[src/logic/pam_pkg.sv]
// Package of constants and types for the program address mapper.
// =====================================================================
// How it works
// - Reset leaves the mapper in kernel mode.
// - Kernel mode reaches every program address without a privilege trap.
// - User mode traps on any program address with the top bit set.
// - User mode traps any system control coprocessor or privileged instruction.
// - Mode never changes translation; low addresses map alike in both modes.
// - User segment addresses gain a one gigabyte offset.
// - Upper kernel segment addresses pass through unchanged.
// - No program address lands in physical 512 MB up to 1 GB.
// - Low 512 MB holds eight 64 MB subsegments, each 8, 16 or 32 bits.
// - A low subsegment width serves cached and uncached windows alike.
// - User segment has four 512 MB subsegments with own widths.
// - Upper kernel segment has two 512 MB subsegments with own widths.
// - Wide access to a narrow subsegment splits into several bus phases.
// - Software issues every access as 32 bits; splitting is automatic.
// - Cached kernel window clears the top bit and always uses the cache.
// - Uncached kernel window clears three top bits and never uses the cache.
package pam_pkg;

    // =================================================================
    // Register map.
    localparam logic [3:0]  REG_MODE     = 4'h0;
    localparam logic [3:0]  REG_WID_LOW  = 4'h1;
    localparam logic [3:0]  REG_WID_USR  = 4'h2;
    localparam logic [3:0]  REG_WID_UPK  = 4'h3;
    localparam logic [3:0]  REG_STATUS   = 4'h4;
    localparam logic [3:0]  REG_MASK     = 4'h5;
    localparam logic [3:0]  REG_FAULT    = 4'h6;

    // Width codes, two bits each.
    localparam logic [1:0]  WID_32       = 2'h0;
    localparam logic [1:0]  WID_16       = 2'h1;
    localparam logic [1:0]  WID_8        = 2'h2;

    // Reset values.
    localparam logic        MODE_RESET   = 1'h0;
    localparam logic [15:0] WID_LOW_RST  = 16'h0000;
    localparam logic [7:0]  WID_USR_RST  = 8'h00;
    localparam logic [3:0]  WID_UPK_RST  = 4'h0;

    // Translation constants.
    localparam logic [31:0] USER_OFFSET  = 32'h4000_0000;
    localparam logic [31:0] LOW_MASK3    = 32'h1FFF_FFFF;

    // Status bit positions.
    localparam int          ST_ADDR_TRAP = 0;
    localparam int          ST_INSN_TRAP = 1;
    localparam int          ST_SPLIT     = 2;
    localparam int          ST_WIDTH     = 3;

    typedef enum {
        PAM_IDLE,
        PAM_PHASE
    } pam_state_t;

endpackage : pam_pkg

[src/logic/pam_width_sel.sv]
// Width lookup for one program address from the subsegment settings.
`timescale 1ns/1ps
`default_nettype none

// =====================================================================
// Width selection
module pam_width_sel (
    input  wire logic [31:0] prog_addr,
    input  wire logic [15:0] wid_low,
    input  wire logic [7:0]  wid_usr,
    input  wire logic [3:0]  wid_upk,
    output logic      [1:0]  width
);

    // Selection uses untranslated upper bits, so mode cannot affect it.
    always_comb begin
        if (!prog_addr[31]) begin
            width = wid_usr[{prog_addr[30:29], 1'b0} +: 2];
        end else if (prog_addr[30]) begin
            width = wid_upk[{prog_addr[29], 1'b0} +: 2];
        end else begin
            // Both kernel windows index the same eight settings.
            width = wid_low[{prog_addr[28:26], 1'b0} +: 2];
        end
    end

endmodule // pam_width_sel
`default_nettype wire

[src/logic/pam_mapper.sv]
// Program address mapper with privilege check and narrow port splitting.
`timescale 1ns/1ps
`default_nettype none

// =====================================================================
// Top of the mapper
module pam_mapper (
    input  wire logic        ref_clk,
    input  wire logic        reset_n,
    // Register port.
    input  wire logic [3:0]  reg_addr,
    input  wire logic [31:0] reg_wdata,
    input  wire logic        reg_wr,
    input  wire logic        reg_rd,
    output logic      [31:0] reg_rdata,
    output logic             irq,
    // Core request side.
    input  wire logic        req_valid,
    output logic             req_ready,
    input  wire logic [31:0] req_addr,
    input  wire logic        req_write,
    input  wire logic [31:0] req_wdata,
    input  wire logic        insn_priv,
    input  wire logic        mode_enter_user,
    input  wire logic        mode_enter_kernel,
    output logic             trap_addr,
    output logic             trap_insn,
    output logic             user_mode,
    // Bus side.
    output logic             bus_valid,
    input  wire logic        bus_ready,
    output logic      [31:0] bus_addr,
    output logic             bus_write,
    output logic      [31:0] bus_wdata,
    output logic      [1:0]  bus_width,
    output logic             bus_cached,
    output logic             bus_last
);

    typedef struct packed {
        logic              user;
        logic [15:0]       wid_low;
        logic [7:0]        wid_usr;
        logic [3:0]        wid_upk;
        logic [3:0]        status;
        logic [3:0]        mask;
        logic [31:0]       fault;
        logic [31:0]       rdata;
        logic              trap_a;
        logic              trap_i;
        pam_pkg::pam_state_t state;
        logic              bvalid;
        logic [31:0]       baddr;
        logic              bwrite;
        logic [31:0]       bwdata;
        logic [1:0]        bwidth;
        logic              bcached;
        logic [2:0]        left;
    } pam_state_s_t;

    pam_state_s_t state_ff;
    pam_state_s_t nxt_state;

    logic [1:0]  sel_width;
    logic [31:0] phys;
    logic        cached;
    logic        addr_bad;
    logic        accept;
    logic [2:0]  phases;
    logic [3:0]  w1c;

    pam_width_sel u_width (
        .prog_addr (req_addr),
        .wid_low   (state_ff.wid_low),
        .wid_usr   (state_ff.wid_usr),
        .wid_upk   (state_ff.wid_upk),
        .width     (sel_width)
    );

    // =================================================================
    // Translation. The mode is never consulted here.
    always_comb begin
        phys   = req_addr;
        cached = 1'b0;
        if (!req_addr[31]) begin
            phys = req_addr + pam_pkg::USER_OFFSET;
        end else if (req_addr[31:29] == 3'h4) begin
            phys   = {1'b0, req_addr[30:0]};
            cached = 1'b1;
        end else if (req_addr[31:29] == 3'h5) begin
            phys   = req_addr & pam_pkg::LOW_MASK3;
        end else begin
            phys   = req_addr;
        end
    end

    // Kernel passes all; user fails on the top bit.
    assign addr_bad = state_ff.user && req_addr[31];
    assign req_ready = (state_ff.state == pam_pkg::PAM_IDLE) && !state_ff.bvalid;
    assign accept    = req_valid && req_ready;

    // Phase count follows the port width; 32-bit is one phase.
    always_comb begin
        unique case (sel_width)
            pam_pkg::WID_16: begin
                phases = 3'h2;
            end
            pam_pkg::WID_8: begin
                phases = 3'h4;
            end
            default: begin
                phases = 3'h1;
            end
        endcase
    end

    assign w1c = (reg_wr && reg_addr == pam_pkg::REG_STATUS) ? reg_wdata[3:0] : 4'h0;

    // =================================================================
    // Next state.
    always_comb begin
        nxt_state        = state_ff;
        nxt_state.trap_a = 1'b0;
        nxt_state.trap_i = 1'b0;
        nxt_state.rdata  = 32'h0000_0000;
        nxt_state.status = state_ff.status & ~w1c;

        // Mode changes from the core's exception and return logic.
        if (mode_enter_kernel) begin
            nxt_state.user = 1'b0;
        end else if (mode_enter_user) begin
            nxt_state.user = 1'b1;
        end

        // Privileged instructions are refused in user mode.
        if (insn_priv && state_ff.user) begin
            nxt_state.trap_i                     = 1'b1;
            nxt_state.status[pam_pkg::ST_INSN_TRAP] = 1'b1;
        end

        // Register writes. Mode bit writes are kernel software's path.
        if (reg_wr) begin
            unique case (reg_addr)
                pam_pkg::REG_MODE:    nxt_state.user    = reg_wdata[0];
                pam_pkg::REG_WID_LOW: nxt_state.wid_low = reg_wdata[15:0];
                pam_pkg::REG_WID_USR: nxt_state.wid_usr = reg_wdata[7:0];
                pam_pkg::REG_WID_UPK: nxt_state.wid_upk = reg_wdata[3:0];
                pam_pkg::REG_MASK:    nxt_state.mask    = reg_wdata[3:0];
                default: ;
            endcase
        end

        // Register reads, data in the following cycle.
        if (reg_rd) begin
            unique case (reg_addr)
                pam_pkg::REG_MODE:    nxt_state.rdata = {31'h0, state_ff.user};
                pam_pkg::REG_WID_LOW: nxt_state.rdata = {16'h0, state_ff.wid_low};
                pam_pkg::REG_WID_USR: nxt_state.rdata = {24'h0, state_ff.wid_usr};
                pam_pkg::REG_WID_UPK: nxt_state.rdata = {28'h0, state_ff.wid_upk};
                pam_pkg::REG_STATUS:  nxt_state.rdata = {28'h0, state_ff.status};
                pam_pkg::REG_MASK:    nxt_state.rdata = {28'h0, state_ff.mask};
                pam_pkg::REG_FAULT:   nxt_state.rdata = state_ff.fault;
                default:              nxt_state.rdata = 32'h0000_0000;
            endcase
        end

        // Bus phase sequencing.
        unique case (state_ff.state)
            pam_pkg::PAM_IDLE: begin
                if (state_ff.bvalid && bus_ready) begin
                    nxt_state.bvalid = 1'b0;
                end
                if (accept) begin
                    if (addr_bad) begin
                        nxt_state.trap_a = 1'b1;
                        nxt_state.fault  = req_addr;
                        nxt_state.status[pam_pkg::ST_ADDR_TRAP] = 1'b1;
                    end else begin
                        nxt_state.bvalid  = 1'b1;
                        nxt_state.baddr   = phys;
                        nxt_state.bwrite  = req_write;
                        nxt_state.bwdata  = req_wdata;
                        nxt_state.bwidth  = sel_width;
                        nxt_state.bcached = cached;
                        nxt_state.left    = phases - 3'h1;
                        if (phases != 3'h1) begin
                            nxt_state.state = pam_pkg::PAM_PHASE;
                            nxt_state.status[pam_pkg::ST_SPLIT] = 1'b1;
                        end
                    end
                end
            end
            pam_pkg::PAM_PHASE: begin
                if (bus_ready) begin
                    if (state_ff.left == 3'h0) begin
                        nxt_state.bvalid = 1'b0;
                        nxt_state.state  = pam_pkg::PAM_IDLE;
                    end else begin
                        nxt_state.left = state_ff.left - 3'h1;
                        if (state_ff.bwidth == pam_pkg::WID_16) begin
                            nxt_state.baddr  = state_ff.baddr + 32'h0000_0002;
                            nxt_state.bwdata = {16'h0, state_ff.bwdata[31:16]};
                        end else begin
                            nxt_state.baddr  = state_ff.baddr + 32'h0000_0001;
                            nxt_state.bwdata = {8'h0, state_ff.bwdata[31:8]};
                        end
                    end
                end
            end
        endcase

        // Illegal width code seen on a request is flagged.
        if (accept && sel_width == 2'h3) begin
            nxt_state.status[pam_pkg::ST_WIDTH] = 1'b1;
        end
    end

    // =================================================================
    // State register. Reset lands in kernel mode.
    always_ff @(posedge ref_clk or negedge reset_n) begin
        if (!reset_n) begin
            state_ff         <= '0;
            state_ff.user    <= pam_pkg::MODE_RESET;
            state_ff.wid_low <= pam_pkg::WID_LOW_RST;
            state_ff.wid_usr <= pam_pkg::WID_USR_RST;
            state_ff.wid_upk <= pam_pkg::WID_UPK_RST;
            state_ff.state   <= pam_pkg::PAM_IDLE;
        end else begin
            state_ff <= nxt_state;
        end
    end

    // =================================================================
    // Outputs.
    assign reg_rdata  = state_ff.rdata;
    assign irq        = |(state_ff.status & state_ff.mask);
    assign trap_addr  = state_ff.trap_a;
    assign trap_insn  = state_ff.trap_i;
    assign user_mode  = state_ff.user;
    assign bus_valid  = state_ff.bvalid;
    assign bus_addr   = state_ff.baddr;
    assign bus_write  = state_ff.bwrite;
    assign bus_wdata  = state_ff.bwdata;
    assign bus_width  = state_ff.bwidth;
    assign bus_cached = state_ff.bcached;
    assign bus_last   = state_ff.bvalid && state_ff.left == 3'h0;

endmodule // pam_mapper
`default_nettype wire

[config.mk]
export PLATFORM = sky130hd
export DESIGN_NAME = pam_mapper
export DESIGN_NICKNAME = d
export VERILOG_FILES = /design/src/logic/pam_pkg.sv /design/src/logic/pam_width_sel.sv /design/src/logic/pam_mapper.sv
export SDC_FILE = /design/constraint.sdc
export NUM_CORES = 1
export LEC_CHECK = 0
export BUFFER_PORTS_ARGS = -buffer_cell sky130_fd_sc_hd__buf_2
export CAP_MARGIN = 20
export CORE_ASPECT_RATIO = 0.75
export CORE_MARGIN = 2
export CORE_UTILIZATION = 49
export CTS_CLUSTER_SIZE = 16
export DETAILED_ROUTE_END_ITERATION = 10
export PLACE_DENSITY_LB_ADDON = 0.05
export SYNTH_ARGS = -nofsm -noshare
export SYNTH_HDL_FRONTEND = slang
export SYNTH_SLANG_ARGS = --single-unit
[constraint.sdc]
create_clock -name ref_clk -period 2.1 [get_ports ref_clk]
set_input_delay 0.21 -clock ref_clk [delete_from_list [all_inputs] [get_ports ref_clk]]
set_output_delay 0.21 -clock ref_clk [all_outputs]
set_load 0.02 [all_outputs]
# Word level (Yosys, flattened, before mapping)
# Index checks and enable logic that the tools add are counted.
# word_totals
input_bits	110
output_inout_bits	107
rom_bits	0
reg_bits	207
latch_bits	0
word_cells	120
n_memories	0
mem_bits_rw	0
# classes
multipliers	0
shifts	3
n_div	0
bitwise_logic	4
n_lt_le_gt_ge	0
n_mux	47
add_sub_neg	5
n_reduce_logical	23
n_eq_ne	20
# ops
op	count
$mux 32	9
$pmux 32 s7	1
$mux 104	2
$pmux 65 s2	1
$mux 65	1
$logic_not 32->1	2
$pmux 32 s2	1
$mux 33	1
$add 32x1->32 const B	1
$add 32x2->32 const B	1
$add 32x31->32 const B	1
$eq 32x1->1 const B	1
$mux 29	1
$mux 24	1
$mux 1	19
$mux 16	1
$shiftx 16x5->2	1
$eq 4x3->1 const B	3
$ne 2x2->1 const B	6
$pmux 3 s2	2
$reduce_and 2->1	5
$and 4x4->4	2
$eq 4x2->1 const B	2
$logic_and 1x1->1	8
21 further kinds	29

# Depth between registers and ports, before layout
# depth
ltp_word	10
mapped_depth	10
depth_no_buf	9

# Cells and area by module
# A second synthesis with hierarchy kept.
# hier_totals
cells_unflattened	933
hier_area_um2	9270.1
# modules_own_cells
module	n_inst	area_each_um2	seq_area_each_um2	cells_each
pam_mapper	1	9044.9	4404.2	917
pam_width_sel	1	225.2	0.0	16

# Least setup slack after synthesis
# No wires, ideal clock.
# synth_timing
kind	reg2reg
start	register state_ff[0] (netlist name)
end	register state_ff, in the netlist bus_wdata[22]
path_slack_ps	-25
arrival_ps	2046
t_required_ps	2021
stages_incl_launch_ff	10
setup_time_ps	79
cell_sequence	dfrtp_1 inv_1 ha_1 nor2b_1 or2_2 clkbuf_1 clkbuf_1 clkbuf_1 o21ai_0 a2bb2oi_1
# synth_between
elab_chain_len	3
# synth_lines
item	line_no	source
start: declaration	pam_mapper.sv:61	pam_state_s_t state_ff;
start signal: assignment	pam_mapper.sv:229	state_ff <= nxt_state;
$logic_not 3->1	pam_mapper.sv:195	if (state_ff.left == 3'h0) begin
$ne 2x2->1 (no source line)	-	
$reduce_and 4->1 (no source line)	-	
# No other way between the ends.
# A chain may end at the register's enable or synchronous reset.

# Worst setup path in the final report
# layout_timing
start	register state_ff, in the netlist bus_addr[19]
end	register state_ff, in the netlist bus_addr[29]
# layout_between
elab_chain_len	5
word_cells_on_any_way	6
# layout_lines
item	line_no	source
$add 32x1->32 or $add 32x2->32 (tied branches)	pam_mapper.sv:204, pam_mapper.sv:201	
$mux 32 *	pam_mapper.sv:200	if (state_ff.bwidth == pam_pkg::WID_16) begin
$mux 32 *	pam_mapper.sv:195	
$mux 65 *	pam_mapper.sv:194	if (bus_ready) begin
$pmux 65 s2 *	pam_mapper.sv:168	unique case (state_ff.state)
# Every way passes the cells marked *; elsewhere a longest branch is shown, timed or not. The select of a mux whose other input is x is not followed.

==> metrics <==
status finished clean; Num CTS Buffers 17; cell mode on critical path or4_4; mean post-synth cell area roughly 9.9 um^2; gr ovfl total 0; area taken by multi-input logic gates ~3900 um^2; GPL Wtd Cong about 0.92; PD cells ~1400 nW/um^2; Iter 0 DRT Violations 669; yosys warns 0; Worst EP required ~2500 ps; antenna violations before repair 0; HP Start reg_wdata[14]; routing usage on met2 0.376; RSZ-0062 raised after global routing true; min Tclk post-route 2060 ps; EDFF count, synth 0; Lkg Pwr between 5 and 6 nW; worst rel slew slack 0.568; Sequential Area about 4400 um^2; crit path capture type register; Die Y roughly 120 um; Worst Clk Skew approximately 8.3 ps; H-tree levels 4; Worst-Margin Slew between 600 and 700 ps; Setup crit start bus_addr[19]; ant diodes 0; worst r2r src bus_addr[19]; vias in the first global route just over 7000; Final setup viols 0; slowest stage cell, crit path or4_4; io pins ~220; Worst-path clk slew approximately 70 ps; Vias per Instance 5.75; CP startpoint kind register; core footprint roughly 19000 um^2; CTS tree yes; Core Rows 43; Crit Path Class reg -> reg; Final Hold Viols 0; crit-path cells nand2_2 -> or4_4 -> or4_4 -> or3_1 -> a31oi_1; Top FF cell, synth dfrtp_1; Post-Layout Cell Count around 1400; Pre-antenna DRT Iters 6; area share of the largest cell type after synthesis 0.475; max_cap viols 0; sequential-to-total area share from yosys stat 0.475; Die X 163 um; Layout Nets 1219; post-synthesis cell type count just under 60; Mapped Cells about 930; GRT met3 Usage 0.0527; DP Worst Slack -70.2 ps; Post-Syn Nets 1053; Worst-Skew Late Latency approximately 430 ps; GRT Total Usage 0.274; Detail Route Antenna Nets 0; Placed Cells 1313; fillers 1673; CP Buf/Inv Count 0; M1 GR Usage 0.442; largest net degree at the start of global routing between 60 and 70; fin crit share 0.981; total power 15.4 mW; first-pass GRT wire length roughly 42 mm; Clock Tree Buf Depth 2; Root Driver clkbuf_16; Area Overhead vs Synth 20.0%; Slew Viols, Final 0; Starting Density 0.500; Peak supply drop ~670 uV; Async SR Flop Fraction 1.00; FF+latch count, synth 176; Synth area leader dfrtp_1; wire length per cell 19.9 um; crit-path max cell delay approximately 540 ps; die area 20000 um^2; most area-consuming cells after synthesis dfrtp_1, mux2_2, buf_4, nand2_1, nand3_1; layout cells sized above 1 0.369; Detail Placement HPWL ~20 mm; Top delay family on crit path simple AND/OR/NAND/NOR gates; Sink Count roughly 180; WP data arrival 2410 ps; maximum clock rate between 400 and 500 MHz; Cell Area, Synth between 9000 and 10000 um^2; DRC viols 0; final wirelength roughly 27 mm; I/O Buffers 200; Hold Path Class in -> reg; crit-path max FO 3; final worst slack ~39 ps; layer with the highest usage met1; Via Count around 7800
==> cells in the final DEF, fill, tap and decap left out, types with 4 or more instances in the layout <==
cell             n
or4_1            6
nor2_1          53
a21o_1           6
clkinvlp_4       4
buf_2          199
clkbuf_16       17
o22ai_1          5
a21oi_1         22
mux4_2           6
o211ai_1         4
a22o_1           5
a311oi_1         4
dlygate4sd3_1   14
a31oi_1         25
ha_1             9
a2bb2oi_1        8
and4_1           7
and3_1          23
nand4_1          6
nand2_1        136
mux2_2          69
or3_1           10
a221o_1          6
nand2b_1         8
a22oi_1         22
mux2i_1         11
dfrtp_1        175
buf_12           6
nand3_1         47
o21ai_0         26
nor3_1          12
inv_1            7
buf_4           78
nor4_1           6
==> metal layers <==
metal | share of wire | up-vias
met5 | 0 | -
met4 | 0.010 | 0
met3 | 0.073 | 27
met2 | 0.41 | 326
met1 | 0.50 | 3870
li1 | - | 3585
==> final timing paths <==
path	end	slack, ps	depth (start not counted)
worst max-delay path	bus_addr[29]	40	5
worst min-delay path	state_ff[204]	10	2
worst max register to register	bus_addr[29]	40	5
worst min register to register	state_ff[169]	470	1
max in group asynchronous	reg_rdata[2]	1050	3
min in group asynchronous	state_ff[202]	340	2
==> where the power goes <==
group | switching (mW) | internal (mW)
Clock | 1.40 | 1.71
Combinational | 3.92 | 2.78
Sequential | 1.00 | 4.60
Total | 6.32 | 9.09
==> stage by stage <==
step / hold slack [ps] / utilization / area (um^2) / setup TNS [ps]
after floorplan: -85.6 / - / 9260 / 0
after global placement: 241 / 0.560 / 10400 / -0.398
after detailed placement: 246 / 0.560 / 10400 / -122
after CTS: 1.84 / 0.598 / 11100 / 0
after global routing: 7.73 / 0.600 / 11100 / -35.4
final: 11.9 / 0.600 / 11100 / 0
==> sequential cells by signal (all words and copies together), names as in the netlist, 2 cells and up <==
| signal | flops |
|---|---|
| reg_rdata | 32 |
| bus_addr | 32 |
| state_ff | 72 |
| bus_width | 2 |
| bus_wdata | 32 |
==> cells in the mapped netlist, types with 6 or more instances <==
cell,number
a221o_1,6
or3_1,10
a2bb2oi_1,8
mux2i_1,11
nand2_1,137
nand3_1,47
nand2b_1,8
nor4_1,8
and4_1,7
or4_1,7
nand4_1,6
buf_4,98
a21oi_1,23
mux2_2,69
inv_1,7
nor2_1,57
a31oi_1,25
buf_2,7
and3_1,23
mux4_2,6
o21ai_0,26
dfrtp_1,176
clkbuf_1,43
a22oi_1,22
nor3_1,12
a21o_1,6
ha_1,9
==> final cells by class <==
cell class | instances | area share
multi-input combinational | 598 | 0.355
clock inverter | 10 | 0.00923
timing repair buffer | 299 | 0.168
inverter | 8 | 0.00270
sequential | 176 | 0.396
clock buffer | 21 | 0.0414
tap | 247 | 0.0278
==> cell families after synthesis <==
logic type | after synthesis | share of synthesized area
AOI/OAI and AO/OA | 160 | 0.119
xor gates and xnor gates | 1 | 0.000946
adders and majority gates | 9 | 0.0122
buffers and inverters | 160 | 0.105
DFF | 176 | 0.475
muxes | 86 | 0.110
and+or+nand+nor | 342 | 0.176
==> worst reg2reg max path, delay by kind of cell, from the launching register on <==
family | cells | cell delay [ps]
AO/OA/AOI/OAI | 1 | 160
flip-flops | 1 | 380
AND/OR/NAND/NOR | 4 | 1440
==> what timing repair did <==
item,4_1_cts,5_1_grt
hold buffers,14,0
endpoints found under the hold margin,69,0
gates resized for setup,1,10
pin swaps,0,2
setup endpoints to repair,1,21
setup buffers,0,1
No activity file was read; power rests on OpenSTA's default activity.
